==> src/pkg/utopia_rx_defines.vh <==
`ifndef UTOPIA_RX_DEFINES_VH
`define UTOPIA_RX_DEFINES_VH
`define ADDR_WIDTH 5
`define DATA_WIDTH 8
`define ADDR_RESET 5'h00
`define POLL_LAST 5'h1f
`define MODE_SMII_LANE 7
`endif

==> src/rtl/utopia_rx_phy_select_port.v <==
`include "utopia_rx_defines.vh"
module utopia_rx_phy_select_port #(
   parameter ADDR_WIDTH = `ADDR_WIDTH,
   parameter DATA_WIDTH = `DATA_WIDTH
) (
   // Clock and reset.
   input wire sys_clk,
   input wire reset,
   // Mode controls.
   input wire interface_enable,
   input wire smii_mode,
   input wire source_sync_mode,
   input wire multi_phy_mode,
   input wire single_phy_mode,
   // Upper-layer request.
   input wire select_req,
   input wire [ADDR_WIDTH-1:0] select_addr,
   input wire rx_ready,
   // Pins from PHY.
   input wire [DATA_WIDTH-1:0] shared_rx_lane,
   input wire cell_rx_start_of_cell,
   input wire serial_ref_clk_125,
   input wire source_sync_rx_clk,
   // Pins to PHY.
   output reg [ADDR_WIDTH-1:0] rx_phy_addr_bus,
   output reg rx_phy_addr_oe,
   output reg rx_flow_enable_out,
   output reg rx_flow_enable_oe,
   // Received data and PHY selection status to upper layer.
   output reg serial_rx_port4_data,
   output reg serial_rx_valid,
   output reg [DATA_WIDTH-1:0] cell_rx_data,
   output reg cell_rx_soc,
   output reg [ADDR_WIDTH-1:0] selected_phy,
   output reg select_done
);
   localparam ST_IDLE = 2'b01;
   localparam ST_SEL = 2'b10;
   localparam [ADDR_WIDTH-1:0] ADDR_RESET_VALUE = `ADDR_RESET;
   localparam [DATA_WIDTH-1:0] DATA_ZERO = {DATA_WIDTH{1'b0}};
   // Pins and external clocks come from another domain, so each passes two flip-flops.
   wire [DATA_WIDTH-1:0] lane_s2;
   reg soc_s1;
   reg soc_s2;
   reg ref_s1;
   reg ref_s2;
   reg ref_s3;
   reg ssc_s1;
   reg ssc_s2;
   reg ssc_s3;
   reg [1:0] state;
   reg [1:0] next_state;
   reg [ADDR_WIDTH-1:0] next_addr;
   reg next_addr_oe;
   reg next_flow;
   reg next_flow_oe;
   reg [ADDR_WIDTH-1:0] next_selected;
   reg next_done;
   reg [DATA_WIDTH-1:0] next_cell_data;
   reg next_cell_soc;
   reg next_serial_data;
   reg next_serial_valid;
   wire utopia_active;
   wire serial_active;
   wire serial_clk;
   wire serial_clk_d;
   wire serial_rise;
   assign utopia_active = interface_enable & ~smii_mode;
   assign serial_active = interface_enable & smii_mode;
   assign serial_clk = source_sync_mode ? ssc_s2 : ref_s2;
   assign serial_clk_d = source_sync_mode ? ssc_s3 : ref_s3;
   assign serial_rise = serial_clk & ~serial_clk_d;
   genvar bit_idx;
   generate
      for (bit_idx = 0; bit_idx < DATA_WIDTH; bit_idx = bit_idx + 1) begin : lane_sync
         reg stage1;
         reg stage2;
         always @(posedge sys_clk or posedge reset) begin
            if (reset) begin
               stage1 <= 1'b0;
               stage2 <= 1'b0;
            end else begin
               stage1 <= shared_rx_lane[bit_idx];
               stage2 <= stage1;
            end
         end
         assign lane_s2[bit_idx] = stage2;
      end
   endgenerate
   always @(posedge sys_clk or posedge reset) begin
      if (reset) begin
         soc_s1 <= 1'b0;
         soc_s2 <= 1'b0;
      end else begin
         soc_s1 <= cell_rx_start_of_cell;
         soc_s2 <= soc_s1;
      end
   end
   // The third stage only remembers the last settled level for edge detection.
   always @(posedge sys_clk or posedge reset) begin
      if (reset) begin
         ref_s1 <= 1'b0;
         ref_s2 <= 1'b0;
         ref_s3 <= 1'b0;
      end else begin
         ref_s1 <= serial_ref_clk_125;
         ref_s2 <= ref_s1;
         ref_s3 <= ref_s2;
      end
   end
   always @(posedge sys_clk or posedge reset) begin
      if (reset) begin
         ssc_s1 <= 1'b0;
         ssc_s2 <= 1'b0;
         ssc_s3 <= 1'b0;
      end else begin
         ssc_s1 <= source_sync_rx_clk;
         ssc_s2 <= ssc_s1;
         ssc_s3 <= ssc_s2;
      end
   end
   // A real 125 MHz clock cannot be oversampled at 25 MHz; edges are found only for slow link clocks.
   always @* begin
      next_serial_data = serial_rx_port4_data;
      next_serial_valid = 1'b0;
      if (serial_active && serial_rise) begin
         next_serial_data = lane_s2[`MODE_SMII_LANE];
         next_serial_valid = 1'b1;
      end
   end
   always @(posedge sys_clk or posedge reset) begin
      if (reset) begin
         serial_rx_port4_data <= 1'b0;
         serial_rx_valid <= 1'b0;
      end else begin
         serial_rx_port4_data <= next_serial_data;
         serial_rx_valid <= next_serial_valid;
      end
   end
   // Cell lanes share the synchroniser latency with start of cell, so the two stay aligned.
   always @* begin
      next_cell_data = cell_rx_data;
      next_cell_soc = 1'b0;
      if (utopia_active) begin
         next_cell_data = lane_s2;
         next_cell_soc = soc_s2;
      end
   end
   always @(posedge sys_clk or posedge reset) begin
      if (reset) begin
         cell_rx_data <= DATA_ZERO;
         cell_rx_soc <= 1'b0;
      end else begin
         cell_rx_data <= next_cell_data;
         cell_rx_soc <= next_cell_soc;
      end
   end
   // PHY selection; a request in the select cycle is dropped, so requests come every two cycles.
   always @* begin
      next_state = state;
      next_addr = rx_phy_addr_bus;
      next_addr_oe = rx_phy_addr_oe;
      next_flow = rx_flow_enable_out;
      next_flow_oe = rx_flow_enable_oe;
      next_selected = selected_phy;
      next_done = 1'b0;
      if (!utopia_active) begin
         next_state = ST_IDLE;
         next_addr_oe = 1'b0;
         next_flow_oe = 1'b0;
         next_flow = 1'b0;
      end else begin
         next_flow_oe = 1'b1;
         next_addr_oe = multi_phy_mode;
         if (multi_phy_mode) begin
            case (state)
               ST_IDLE: begin
                  next_flow = 1'b0;
                  if (select_req) begin
                     next_addr = select_addr;
                     next_flow = 1'b1;
                     next_state = ST_SEL;
                  end
               end
               ST_SEL: begin
                  next_flow = 1'b0;
                  next_selected = rx_phy_addr_bus;
                  next_done = 1'b1;
                  next_state = ST_IDLE;
               end
               default: begin
                  next_flow = 1'b0;
                  next_state = ST_IDLE;
               end
            endcase
         end else begin
            next_state = ST_IDLE;
            next_flow = single_phy_mode & rx_ready;
         end
      end
   end
   always @(posedge sys_clk or posedge reset) begin
      if (reset) begin
         state <= ST_IDLE;
         rx_phy_addr_bus <= ADDR_RESET_VALUE;
         rx_phy_addr_oe <= 1'b0;
         rx_flow_enable_out <= 1'b0;
         rx_flow_enable_oe <= 1'b0;
         selected_phy <= ADDR_RESET_VALUE;
         select_done <= 1'b0;
      end else begin
         state <= next_state;
         rx_phy_addr_bus <= next_addr;
         rx_phy_addr_oe <= next_addr_oe;
         rx_flow_enable_out <= next_flow;
         rx_flow_enable_oe <= next_flow_oe;
         selected_phy <= next_selected;
         select_done <= next_done;
      end
   end
endmodule

==> config.mk <==
export PLATFORM = sky130hd
export DESIGN_NAME = utopia_rx_phy_select_port
export DESIGN_NICKNAME = d
export VERILOG_FILES = /design/src/rtl/utopia_rx_phy_select_port.v
export VERILOG_INCLUDE_DIRS = /design/src /design/src/pkg
export SDC_FILE = /design/constraint.sdc
export NUM_CORES = 1
export LEC_CHECK = 0
export BUFFER_PORTS_ARGS = -buffer_cell sky130_fd_sc_hd__buf_2
export CAP_MARGIN = 15
export CORE_ASPECT_RATIO = 0.75
export CORE_MARGIN = 8
export CORE_UTILIZATION = 45
export DETAILED_ROUTE_END_ITERATION = 16
export PLACE_DENSITY = 0.81
export SYNTH_ARGS = -nofsm -noshare
export SYNTH_HDL_FRONTEND = slang
export SYNTH_SLANG_ARGS = --single-unit
==> constraint.sdc <==
create_clock -name sys_clk -period 2 [get_ports sys_clk]
set_input_delay 0.2 -clock sys_clk [delete_from_list [all_inputs] [get_ports sys_clk]]
set_output_delay 0.2 -clock sys_clk [all_outputs]
set_load 0.005 [all_outputs]
== After elaboration in Yosys (flattened, before gate mapping) ==
Index checks and enable logic that the tools add are counted.
Word-level totals
  word-level logic and storage cells: 64
  input bits: 25
  output and inout port bits: 25
  flip-flop bits (word level): 51
Operators by class
  eq/ne operators: 3
  multiplexer cells: 17
  reductions and logical operators: 3
  bitwise gates (word level): 6
Operators by type and width (count)
  two-way mux 1 bit: 13
  two-way mux 2 bit: 4
  AND 1 bit: 4
  != test 4 bit, second input constant: 1
  AND reduction 4 bit: 1
  AND reduction 3 bit: 1
  == test 2 x 1 -> 1 bit, second input constant: 1
  == test 2 bit, second input constant: 1
  NOT 1 bit: 2
  logical AND 1 bit: 1

== Logic depth before layout (Yosys ltp) ==
Gate-level depths: netlist of run 1.
  depth in word-level cells: 5
  depth in mapped cells: 4
  depth with buffers taken out: 3

== Worst setup path after synthesis of run 1 ==
Ideal clock, no wire load.
  path type: register -> register
  from: register ref_s3
  to: register serial_rx_port4_data
  arrival: 1170 ps
  data required time: 1875 ps
  slack: 706 ps
  clock period less this slack: 1294 ps
  cell stages (with the launch flop): 4
  setup time: 125 ps
  path buffers: 0
  path through: dfrtp_1 or3b_1 a21oi_2 mux2_2
On the way
  longest elaborated chain between the ends: 4
RTL lines
  start: declaration: RTL line utopia_rx_phy_select_port.v:47  | reg ref_s3;
  start signal: assignment: RTL line utopia_rx_phy_select_port.v:108  | ref_s3 <= ref_s2;
  two-way mux 1 bit: RTL line utopia_rx_phy_select_port.v:71  | assign serial_clk_d = source_sync_mode ? ssc_s3 : ref_s3;
  NOT 1 bit: RTL line utopia_rx_phy_select_port.v:72  | assign serial_rise = serial_clk & ~serial_clk_d;
  AND 1 bit: RTL line utopia_rx_phy_select_port.v:72
  logical AND 1 bit: RTL line utopia_rx_phy_select_port.v:126  | if (serial_active && serial_rise) begin
  end signal: assignment: RTL line utopia_rx_phy_select_port.v:136  | serial_rx_port4_data <= next_serial_data;
  end: declaration: RTL line utopia_rx_phy_select_port.v:30  | output reg serial_rx_port4_data,
No other way between the ends.
A chain may end at the register's enable or synchronous reset.

== Worst setup path in the final report of run 1 ==
  from: register state[0]
  to: register rx_phy_addr_bus[4]
On the way
  longest elaborated chain between the ends: 2
RTL lines
  start: declaration: RTL line utopia_rx_phy_select_port.v:51  | reg [1:0] state;
  start signal: assignment: RTL line utopia_rx_phy_select_port.v:212  | state <= next_state;
  == test 2 x 1 -> 1 bit: RTL line utopia_rx_phy_select_port.v:176  | case (state)
  AND reduction 4 bit (no source line)
  end signal: assignment: RTL line utopia_rx_phy_select_port.v:213  | rx_phy_addr_bus <= next_addr;
  end: declaration: RTL line utopia_rx_phy_select_port.v:25  | output reg [ADDR_WIDTH-1:0] rx_phy_addr_bus,
No other way between the ends.

==> flow_summary.rst, run 1 <==
.. list-table::
   :header-rows: 1

   * - Metric
     - Value
   * - Headroom to the max-slew limit
     - 69.65%
   * - Critical path peak fanout
     - 8
   * - Fraction of final layout cells sized beyond drive strength 1
     - 53.74%
   * - Clock power share
     - 28.3%
   * - Worst hold slack across all endpoints
     - 0.01417 ns
   * - Accumulated negative setup slack
     - 0 ns
   * - Static Leak
     - 1.043 nW
   * - Vias in the first global route
     - 938
   * - Floorplan row count
     - 19
   * - Required arrival time at the worst endpoint
     - 2.18 ns
   * - Number of clock sinks seen by CTS
     - 51
   * - Die Width
     - 85.48 um
   * - Length of the first detailed-routing pass in iterations
     - 4
   * - Highest-utilization routing layer at the global route stage
     - met2
   * - Number of H-tree levels
     - 2
   * - Aggregate global routing overflow
     - 0
   * - Biggest area contributors in the synthesized netlist
     - sky130_fd_sc_hd__dfrtp_1 77%, sky130_fd_sc_hd__mux2_2 9.7%, sky130_fd_sc_hd__mux2_4 4.6%
   * - Async set-reset flop share out of synthesis
     - 100.0%
   * - Power density of the placed cells
     - 931.5 nW/um^2
   * - Total nets after synthesis
     - 111
   * - Most used standard cells in the synthesized netlist
     - 50 x sky130_fd_sc_hd__dfrtp_1, 14 x sky130_fd_sc_hd__mux2_2, 5 x sky130_fd_sc_hd__mux2_4
   * - Internal power contribution
     - 1.484 mW
   * - Total power after layout
     - 1.908 mW
   * - DR WL/cell
     - 16.01 um
   * - Number of CTS-inserted buffers
     - 5
   * - Clock Path Buffers
     - 2
   * - Clock tree from TritonCTS
     - yes
   * - Kind of start point of the critical path
     - flop
   * - Post-synth top area share
     - 76.80%
   * - Layout overhead on the synthesized area
     - 25.73%
   * - Number of library cell types mapped by synthesis
     - 17
   * - Classification of the worst setup path
     - reg -> reg
   * - Setup slack of the worst register-to-register path
     - 0.53 ns
   * - Summed area of non-filler cells in the final layout
     - 2048 um^2
   * - Clock-pin slew on the worst setup and hold paths
     - 0.08 ns
   * - Fill cell total of the finished layout
     - 284
   * - Share of synthesized area occupied by flip-flops and latches
     - 78.42%
   * - Crit path time final
     - 1.466 ns
   * - Antenna diodes
     - 0
   * - Result of the run
     - finished, final reports clean
   * - Reported net switching power
     - 423.5 uW
   * - Antenna violations before repair
     - 0
   * - IR Drop Worst-Case VDD
     - 0.0005064 V
   * - Met1 Track Usage GR
     - 11.52%
   * - Total count of max-transition violations in the final report
     - 0
   * - Total half-perimeter wirelength after legalization and detailed placement
     - 2311 um
   * - Routed Antenna Nets
     - 0
   * - Net switching fraction of the power
     - 22.20%
   * - Final RePlAce weighted congestion
     - 0.7016
   * - Most used standard cell by instance count after synthesis
     - sky130_fd_sc_hd__dfrtp_1
   * - Sequential Power Share
     - 60.7%
   * - DRC violation total after the first TritonRoute iteration
     - 31
   * - Count of state elements after synthesis
     - 51
   * - Placeable core area
     - 3566 um^2
   * - Number of warnings printed during yosys synthesis
     - 0
   * - Slack of the critical path
     - 0.5339 ns
   * - Grt met2 use
     - 20.35%
   * - Initial core utilization
     - 45.68%
   * - Total length of routed wires
     - 3025 um
   * - Number of instances in the synthesized netlist
     - 86
   * - FMAX
     - 682.1 MHz
   * - Placed cell count
     - 175
   * - DRC errors left
     - 0
   * - Clock latency on the worst-skew pair
     - 0.28 ns
   * - Overall via count from detail_route
     - 872
   * - Die height
     - 68.11 um
   * - Io pins
     - 50
   * - Port Buffer Count
     - 49
   * - Critical Path Sink Type
     - flop
   * - Maximum number of pins on one net before global-route repair
     - 30
   * - Post-Syn Area
     - 1629 um^2
   * - Pre-CTS setup slack
     - 0.4689 ns
   * - First-pass GRT wire length
     - 4823 um
   * - Fraction of power consumed by combinational cells
     - 11.0%
   * - Endpoints failing setup
     - 0
   * - Top FF cell, synth
     - sky130_fd_sc_hd__dfrtp_1
   * - Layout Cells excl Fill
     - 189
   * - Largest area contributor in the netlist
     - sky130_fd_sc_hd__dfrtp_1
   * - Avg Vias per Cell
     - 4.614
   * - Share of the clock period used by the worst path after layout
     - 73.30%
   * - Clock tree root buffer cell
     - sky130_fd_sc_hd__clkbuf_8
   * - WP data arrival
     - 1.64 ns
   * - Standard cell area after detailed placement
     - 1907 um^2
   * - Setup repair after global routing missed its margin
     - no
   * - Total global-route track usage
     - 11.04%
   * - Final Hold Fails
     - 0
   * - Worst-margin pin slew
     - 0.4547 ns
   * - Met3 Usage GRT
     - 3.597%
   * - Nets
     - 171
   * - Worst hold-check path type
     - in -> reg
   * - End-of-flow core utilization
     - 57.44%
   * - Worst clock skew
     - 0.01029 ns
   * - Number of max-cap violations
     - 0
   * - Synthesized area per cell
     - 18.94 um^2
   * - Area enclosed by the die boundary
     - 5821 um^2
   * - Count of flip-flops with a built-in enable after synthesis
     - 0
[placed cells by master, fill, tap and decap left out, drive strengths merged]
cell type    synthesis  routed
dfrtp               50      50
nand2                1       1
inv                  2       2
and2b                1       1
dlygate4sd3          0       6
a21oi                1       1
o21bai               1       1
and3b                2       2
dfstp                1       1
clkbuf               0       7
and4b                1       1
clkinv               0       1
or3b                 1       1
nand3                1       1
buf                  3      50
mux2                19      19
and2                 1       1
nand3b               1       1
[area by class of cell]
cell class	count	area, um^2	share of cell area (%)
inverter	2	7.507	0.3665
sequential	51	1277	62.37
clock inverter	1	5.005	0.2443
tap	42	52.55	2.566
clock buffer	7	76.32	3.726
timing repair buffer	56	312.8	15.27
multi-input combinational	30	316.6	15.46
[cell families (layout without fill, tap and decap cells)]
group	count (synthesis)	after routing	share of synthesized area (%)
mux	19	19	14.29
buf+inv	5	66	2.150
compound gates	2	2	0.9987
flops	51	51	78.42
simple gates	9	9	4.148
[what timing repair did]
item	CTS	global route
endpoints found under the hold margin	21	5
hold buffers	1	5
resized for setup	0	0
setup buffers	0	0
[final timing paths]
check	start	endpoint	cells past startpoint
setup / recovery	state[0]	rx_phy_addr_bus[4]	2
hold / removal	shared_rx_lane[7]	lane_sync[7].stage1	1
setup reg to reg	state[0]	rx_phy_addr_bus[4]	2
hold reg to reg	lane_sync[7].stage1	lane_sync[7].stage2	0
max in group asynchronous	reset	cell_rx_data[7]	4
min in group asynchronous	reset	lane_sync[1].stage1	3
[flip-flops by register name, summed over array words and instances, names as in the netlist, 2 cells and up]
signal            count
cell_rx_data          8
lane_sync.stage1      8
lane_sync.stage2      8
rx_phy_addr_bus       5
selected_phy          5
state                 2
[power groups by stage]
stage,clock network [mW],logic (mW),registers (mW)
4_1_cts,0.558,0.207,1.16
2_1_floorplan,0,0.0922,1.18
3_5_place_dp,0,0.206,1.18
3_3_place_gp,0,0.196,1.17
6_report,0.540,0.210,1.16
5_1_grt,0.603,0.232,1.17
[critical path, cell delays in order (launching register included)]
cell and delay [ns]:
sky130_fd_sc_hd__dfstp_2 0.53, sky130_fd_sc_hd__and4b_1 0.48, sky130_fd_sc_hd__mux2_4 0.34
[per-layer routing]
layer	up-vias	wire length (um)
li1	406	-
met5	-	0
met3	4	148
met4	0	40
met1	438	1159
met2	24	1675
Power figures use the tool's default switching activity.
==> run 2: changes to the inputs <==
--- a/config.mk
+++ b/config.mk
@@ -10,9 +10,9 @@
 export CAP_MARGIN = 15
 export CORE_ASPECT_RATIO = 0.75
 export CORE_MARGIN = 8
-export CORE_UTILIZATION = 45
+export CORE_UTILIZATION = 44
 export DETAILED_ROUTE_END_ITERATION = 16
-export PLACE_DENSITY = 0.81
+export PLACE_DENSITY = 0.83
 export SYNTH_ARGS = -nofsm -noshare
 export SYNTH_HDL_FRONTEND = slang
 export SYNTH_SLANG_ARGS = --single-unit
==> constraint.sdc (replaced) <==
create_clock -name sys_clk -period 1.25 [get_ports sys_clk]
set_input_delay 0.125 -clock sys_clk [delete_from_list [all_inputs] [get_ports sys_clk]]
set_output_delay 0.125 -clock sys_clk [all_outputs]
set_load 0.005 [all_outputs]
==> flow_summary.rst, run 2 (same netlist as run 1, synthesis figures left out) <==
.. list-table::
   :header-rows: 1

   * - Metric
     - Value
   * - Endpoint of the worst hold path
     - rx_flow_enable_out
   * - WP data arrival
     - 1.52 ns (-0.12 ns)
   * - DRC errors left
     - 0 (unchanged)
   * - Overall via count from detail_route
     - 921 (+5.6%)
   * - Fraction of power consumed by combinational cells
     - 11.7% (+0.7 points)
   * - Vias in the first global route
     - 999 (+6.5%)
   * - Top flop regs
     - cell_rx_data x8, lane_sync.stage1 x8, lane_sync.stage2 x8
   * - Worst flop-to-flop path endpoint
     - serial_rx_port4_data
   * - Maximum number of pins on one net before global-route repair
     - 19 (-37%)
   * - Sequential Power Share
     - 58.1% (-2.6 points)
   * - Fraction of final layout cells sized beyond drive strength 1
     - 55.97% (+2.2 points)
   * - Startpoint of the tightest hold check path
     - multi_phy_mode
   * - Classification of the worst setup path
     - reg -> reg
   * - Clock tree from TritonCTS
     - yes
   * - Result of the run
     - complete, but fails checks
   * - Kind of start point of the critical path
     - flop
   * - Worst hold-check path type
     - in -> reg
   * - Setup repair after global routing missed its margin
     - yes
   * - Headroom to the max-slew limit
     - 71.02% (+1.4 points)
   * - Area enclosed by the die boundary
     - 5926 um^2 (+1.8%)
   * - Slack of the critical path
     - -0.07745 ns (-0.6114 ns)
   * - Placeable core area
     - 3613 um^2 (+1.3%)
   * - Aggregate global routing overflow
     - 0 (unchanged)
   * - Number of CTS-inserted buffers
     - 5 (unchanged)
   * - Layout Cells excl Fill
     - 211 (+12%)
   * - Fill cell total of the finished layout
     - 292 (+2.8%)
   * - First-pass GRT wire length
     - 4809 um (-0.29%)
   * - Nets
     - 183 (+7.0%)
   * - Io pins
     - 50 (unchanged)
   * - FMAX
     - 753.3 MHz (+10%)
   * - Clock latency on the worst-skew pair
     - 0.30 ns (+0.02 ns)
   * - DR WL/cell
     - 14.34 um (-10%)
   * - Violated checks
     - setup timing
   * - Clock Path Buffers
     - 2 (unchanged)
   * - Worst reg-to-reg path cell count
     - 3 (+1)
   * - Critical path peak fanout
     - 2 (-6)
   * - DRC violation total after the first TritonRoute iteration
     - 28 (-9.7%)
   * - Number of H-tree levels
     - 2 (unchanged)
   * - Power density of the placed cells
     - 1425 nW/um^2 (+53%)
   * - Net switching fraction of the power
     - 22.61% (+0.41 points)
   * - Initial core utilization
     - 45.08% (-0.60 points)
   * - Static Leak
     - 1.116 nW (+7.0%)
   * - Reported net switching power
     - 721.2 uW (+70%)
   * - Port Buffer Count
     - 49 (unchanged)
   * - IR Drop Worst-Case VDD
     - 0.0007706 V (+52%)
   * - Layout overhead on the synthesized area
     - 37.40%
   * - Clock tree root buffer cell
     - sky130_fd_sc_hd__clkbuf_8
   * - Critical Path Sink Type
     - flop
   * - Floorplan row count
     - 19 (unchanged)
   * - Total length of routed wires
     - 3026 um (about the same)
   * - Final Hold Fails
     - 0 (unchanged)
   * - Total count of max-transition violations in the final report
     - 0 (unchanged)
   * - Worst clock skew
     - 0.01152 ns (+0.001228 ns)
   * - Crit path time final
     - 1.327 ns (-0.1386 ns)
   * - Reg-to-reg critical path startpoint
     - ref_s3
   * - Internal power contribution
     - 2.469 mW (+66%)
   * - Most used cells in the layout excluding fill and tap cells
     - 50 x sky130_fd_sc_hd__dfrtp_1, 49 x sky130_fd_sc_hd__buf_2, 13 x sky130_fd_sc_hd__mux2_2
   * - Length of the first detailed-routing pass in iterations
     - 3 (-1)
   * - Worst hold path stage count
     - 2 (+1)
   * - Required arrival time at the worst endpoint
     - 1.44 ns (-0.74 ns)
   * - Leading cell type in the layout, fill and taps excluded
     - sky130_fd_sc_hd__dfrtp_1
   * - Die height
     - 68.70 um (+0.87%)
   * - Number of max-cap violations
     - 0 (unchanged)
   * - Placed cell count
     - 189 (+8.0%)
   * - Endpoints failing setup
     - 6 (+6)
   * - Total global-route track usage
     - 11.02% (-0.019 points)
   * - Setup slack of the worst register-to-register path
     - -0.08 ns (-0.61 ns)
   * - Total half-perimeter wirelength after legalization and detailed placement
     - 2350 um (+1.7%)
   * - Antenna diodes
     - 0 (unchanged)
   * - Area of the multi-input gates
     - 331.6 um^2 (+4.7%)
   * - Avg Vias per Cell
     - 4.365 (-5.4%)
   * - Pre-CTS setup slack
     - -0.1287 ns (-0.5976 ns)
   * - Worst-margin pin slew
     - 0.4338 ns (-0.02088 ns)
   * - Clock power share
     - 30.2% (+1.9 points)
   * - Routed Antenna Nets
     - 0 (unchanged)
   * - Number of clock sinks seen by CTS
     - 51 (unchanged)
   * - Worst hold slack across all endpoints
     - 0.006359 ns (-0.007811 ns)
   * - Clock-pin slew on the worst setup and hold paths
     - 0.09 ns (about the same)
   * - Antenna violations before repair
     - 0 (unchanged)
   * - Register Area
     - 1277 um^2 (unchanged)
   * - Die Width
     - 86.26 um (+0.92%)
   * - Final RePlAce weighted congestion
     - 0.6876 (-2.0%)
   * - Total power after layout
     - 3.190 mW (+67%)
   * - Share of the clock period used by the worst path after layout
     - 106.2% (+33 points)
run 2: cell types whose count changed in the layout (fill, tap and decap cells not counted), sizes merged:
cell         previous run  this run
dlygate4sd3             6        12
clkinvlp                0         2
inv                     2         1
clkbuf                  7         6
buf                    50        56
run 2: how the worst max path moves through the flow:
stage          startpoint              endpoint  slack (ns)
6_report           ref_s3  serial_rx_port4_data       -0.08
5_1_grt          state[0]    rx_phy_addr_bus[3]       -0.12
4_1_cts            ref_s3  serial_rx_port4_data       -0.10
3_5_place_dp       ref_s3  serial_rx_port4_data       -0.13
3_3_place_gp     state[0]    rx_phy_addr_bus[4]       -0.05
2_1_floorplan      ref_s3  serial_rx_port4_data       -0.03
run 2: power groups by stage:
stage / Sequential (mW) / Combinational (mW) / Clock [mW]
2_1_floorplan: 1.88 / 0.148 / 0
3_3_place_gp: 1.87 / 0.332 / 0
3_5_place_dp: 1.89 / 0.344 / 0
4_1_cts: 1.86 / 0.381 / 0.989
5_1_grt: 1.87 / 0.410 / 1.07
6_report: 1.85 / 0.373 / 0.963
run 2: what timing repair did:
item / 4_1_cts / 5_1_grt
gates resized for setup: 4 / 3
endpoints found under the setup margin: 6 / 11
endpoints found under the hold margin: 27 / 0
pin swaps: 2 / 1
buffers inserted: 1 / 1
hold buffers: 12 / 0
run 2: layer usage:
| layer | global-route usage [%] | vias to the layer above | share of wire, % |
|---|---|---|---|
| met5 | 0 | - | 0 |
| met4 | 6.197 | 0 | 1.8 |
| met3 | 3.905 | 5 | 5.5 |
| met2 | 19.14 | 25 | 53 |
| met1 | 11.83 | 462 | 40 |
| li1 | - | 429 | - |
run 2: through the flow:
stage	setup TNS, ns	instance area [um^2]	utilization [%]
after floorplan	-0.02603	1633	-
final	-0.4452	2238	61.95
after global routing	-0.6351	2238	61.95
after global placement	-0.3208	1978	54.74
after CTS	-0.4725	2222	61.50
after detailed placement	-0.9180	1978	54.74
run 2: area by class of cell:
type                       count  area share, %
sequential                    51          57.07
timing repair buffer          68          20.29
multi-input combinational     30          14.81
clock buffer                   6          3.689
tap                           52          2.907
clock inverter                 2         0.7267
inverter                       2         0.5031
run 2: critical path, stage by stage (launching register included):
cell and delay [ns]:
sky130_fd_sc_hd__dfrtp_1 0.38, sky130_fd_sc_hd__or3b_4 0.39, sky130_fd_sc_hd__a21oi_4 0.15, sky130_fd_sc_hd__mux2_4 0.31
==> run 3: changes to the inputs <==
--- a/config.mk
+++ b/config.mk
@@ -7,12 +7,11 @@
 export NUM_CORES = 1
 export LEC_CHECK = 0
 export BUFFER_PORTS_ARGS = -buffer_cell sky130_fd_sc_hd__buf_2
-export CAP_MARGIN = 15
 export CORE_ASPECT_RATIO = 0.75
 export CORE_MARGIN = 8
-export CORE_UTILIZATION = 44
+export CORE_UTILIZATION = 45
 export DETAILED_ROUTE_END_ITERATION = 16
-export PLACE_DENSITY = 0.83
+export PLACE_DENSITY = 0.81
 export SYNTH_ARGS = -nofsm -noshare
 export SYNTH_HDL_FRONTEND = slang
 export SYNTH_SLANG_ARGS = --single-unit
==> constraint.sdc (replaced) <==
create_clock -name sys_clk -period 1.6 [get_ports sys_clk]
set_input_delay 0.16 -clock sys_clk [delete_from_list [all_inputs] [get_ports sys_clk]]
set_output_delay 0.16 -clock sys_clk [all_outputs]
set_load 0.005 [all_outputs]
==> flow_summary.rst, run 3 (same netlist as run 1, synthesis figures left out) <==
.. list-table::
   :header-rows: 1

   * - Metric
     - Value
   * - DR WL/cell
     - 14.71 um (+2.6%)
   * - Number of clock sinks seen by CTS
     - 51 (unchanged)
   * - WP data arrival
     - 1.62 ns (+0.10 ns)
   * - Final Hold Fails
     - 0 (unchanged)
   * - Critical path peak fanout
     - 8 (+6)
   * - Worst-margin pin slew
     - 0.4339 ns (+0.00009537 ns)
   * - Critical Path Sink Type
     - flop
   * - Worst clock skew
     - 0.006460 ns (-0.005064 ns)
   * - Clock tree from TritonCTS
     - yes
   * - Headroom to the max-slew limit
     - 71.03% (about the same)
   * - Maximum number of pins on one net before global-route repair
     - 24 (+5)
   * - Classification of the worst setup path
     - reg -> reg
   * - Leading cell type in the layout, fill and taps excluded
     - sky130_fd_sc_hd__dfrtp_1
   * - Die Width
     - 85.48 um (-0.91%)
   * - Placeable core area
     - 3566 um^2 (-1.3%)
   * - Aggregate global routing overflow
     - 0 (unchanged)
   * - Initial core utilization
     - 45.68% (+0.60 points)
   * - Number of CTS-inserted buffers
     - 5 (unchanged)
   * - Power density of the placed cells
     - 1259 nW/um^2 (-12%)
   * - Number of buffers inserted to repair setup after CTS
     - 0 (-1)
   * - Clock-pin slew on the worst setup and hold paths
     - 0.09 ns (about the same)
   * - Total count of max-transition violations in the final report
     - 0 (unchanged)
   * - Layout overhead on the synthesized area
     - 33.26%
   * - FMAX
     - 693.9 MHz (-7.9%)
   * - Most used cells in the layout excluding fill and tap cells
     - 50 x sky130_fd_sc_hd__dfrtp_1, 49 x sky130_fd_sc_hd__buf_2, 14 x sky130_fd_sc_hd__mux2_2
   * - Total length of routed wires
     - 2883 um (-4.7%)
   * - Vias in the first global route
     - 992 (-0.70%)
   * - Endpoints failing setup
     - 0 (-6)
   * - Total power after layout
     - 2.733 mW (-14%)
   * - Fraction of final layout cells sized beyond drive strength 1
     - 53.25% (-2.7 points)
   * - Io pins
     - 50 (unchanged)
   * - Summed area of non-filler cells in the final layout
     - 2171 um^2 (-3.0%)
   * - Placed cell count
     - 176 (-6.9%)
   * - Total global-route track usage
     - 10.61% (-0.40 points)
   * - Number of max-cap violations
     - 0 (unchanged)
   * - Fill cell total of the finished layout
     - 267 (-8.6%)
   * - Worst hold path stage count
     - 2 (unchanged)
   * - Clock tree root buffer cell
     - sky130_fd_sc_hd__clkbuf_8
   * - Kind of start point of the critical path
     - flop
   * - Length of the first detailed-routing pass in iterations
     - 2 (-1)
   * - Number of H-tree levels
     - 2 (unchanged)
   * - Worst hold-check path type
     - in -> reg
   * - Routed Antenna Nets
     - 0 (unchanged)
   * - Accumulated negative setup slack
     - 0 ns (+0.4452 ns)
   * - Layout Cells excl Fill
     - 196 (-7.1%)
   * - Clock latency on the worst-skew pair
     - 0.29 ns (about the same)
   * - Top flop regs
     - cell_rx_data x8, lane_sync.stage1 x8, lane_sync.stage2 x8
   * - Setup repair after global routing missed its margin
     - no
   * - Clock Path Buffers
     - 2 (unchanged)
   * - First-pass GRT wire length
     - 4678 um (-2.7%)
   * - Port Buffer Count
     - 49 (unchanged)
   * - Worst reg-to-reg path cell count
     - 2 (-1)
   * - Area enclosed by the die boundary
     - 5821 um^2 (-1.8%)
   * - DRC violation total after the first TritonRoute iteration
     - 34 (+21%)
   * - DRC errors left
     - 0 (unchanged)
   * - Nets
     - 178 (-2.7%)
   * - Share of the clock period used by the worst path after layout
     - 90.08% (-16 points)
   * - Die height
     - 68.11 um (-0.86%)
   * - Required arrival time at the worst endpoint
     - 1.78 ns (+0.34 ns)
   * - IR Drop Worst-Case VDD
     - 0.0006601 V (-14%)
   * - Antenna diodes
     - 0 (unchanged)
   * - Overall via count from detail_route
     - 877 (-4.8%)
   * - Antenna violations before repair
     - 0 (unchanged)
   * - Total half-perimeter wirelength after legalization and detailed placement
     - 2201 um (-6.3%)
   * - Result of the run
     - finished, final reports clean
   * - Standard cell area after detailed placement
     - 1914 um^2 (-3.2%)
   * - Static Leak
     - 1.095 nW (-1.8%)
   * - Floorplan row count
     - 19 (unchanged)
   * - Crit path time final
     - 1.441 ns (+0.1138 ns)
   * - Avg Vias per Cell
     - 4.474 (+2.5%)
   * - Final RePlAce weighted congestion
     - 0.7061 (+2.7%)
## run 3: critical path, stage by stage, from the launching register on
cell and delay, ns:
sky130_fd_sc_hd__dfstp_2 0.53, sky130_fd_sc_hd__and4b_1 0.46, sky130_fd_sc_hd__mux2_4 0.34
## run 3: area by class of cell
type / count / area [um^2] / share of cell area, %
inverters: 2 / 7.507 / 0.3458
repair buffers: 63 / 380.4 / 17.52
flip-flops and latches: 51 / 1277 / 58.85
multi-input cells: 30 / 316.6 / 14.58
well taps: 42 / 52.55 / 2.421
clock buffers: 5 / 68.82 / 3.170
clock inverters: 3 / 67.56 / 3.112
## run 3: report_power, final
| part | internal, mW | switching [mW] |
|---|---|---|
| logic | 0.166 | 0.109 |
| registers | 1.39 | 0.0552 |
| clock network | 0.623 | 0.387 |
| total | 2.18 | 0.551 |
## run 3: per-stage QoR
step	worst slack, ns	util [%]	hold slack (ns)
after global placement	0.2022	53.68	0.1788
after detailed placement	0.1418	53.68	0.1859
after floorplan	0.2121	-	0.1914
after global routing	0.1296	60.88	0.05931
after CTS	0.1473	60.88	0.04267
final	0.1588	60.88	0.05256
## run 3: metal layers
metal / vias up / share of wire [%] / global-route usage, %
met2: 22 / 56 / 18.51
met1: 434 / 37 / 11.07
met4: 0 / 2.1 / 6.087
met3: 6 / 5.4 / 4.077
met5: - / 0 / 0
li1: 415 / - / -
## run 3: what timing repair did
item,4_1_cts,5_1_grt
hold buffers,12,0
endpoints found under the hold margin,32,0
gates resized for setup,0,0
## run 3: worst paths after layout
| kind | from | to | slack, ns |
|---|---|---|---|
| max reg2reg | state[0] | rx_phy_addr_bus[3] | 0.16 |
| min reg2reg | ref_s1 | ref_s2 | 0.35 |
| min in group asynchronous | reset | lane_sync[3].stage1 | 0.43 |
| min | multi_phy_mode | rx_flow_enable_out | 0.05 |
| max | state[0] | rx_phy_addr_bus[3] | 0.16 |
| max in group asynchronous | reset | lane_sync[4].stage2 | 0.55 |
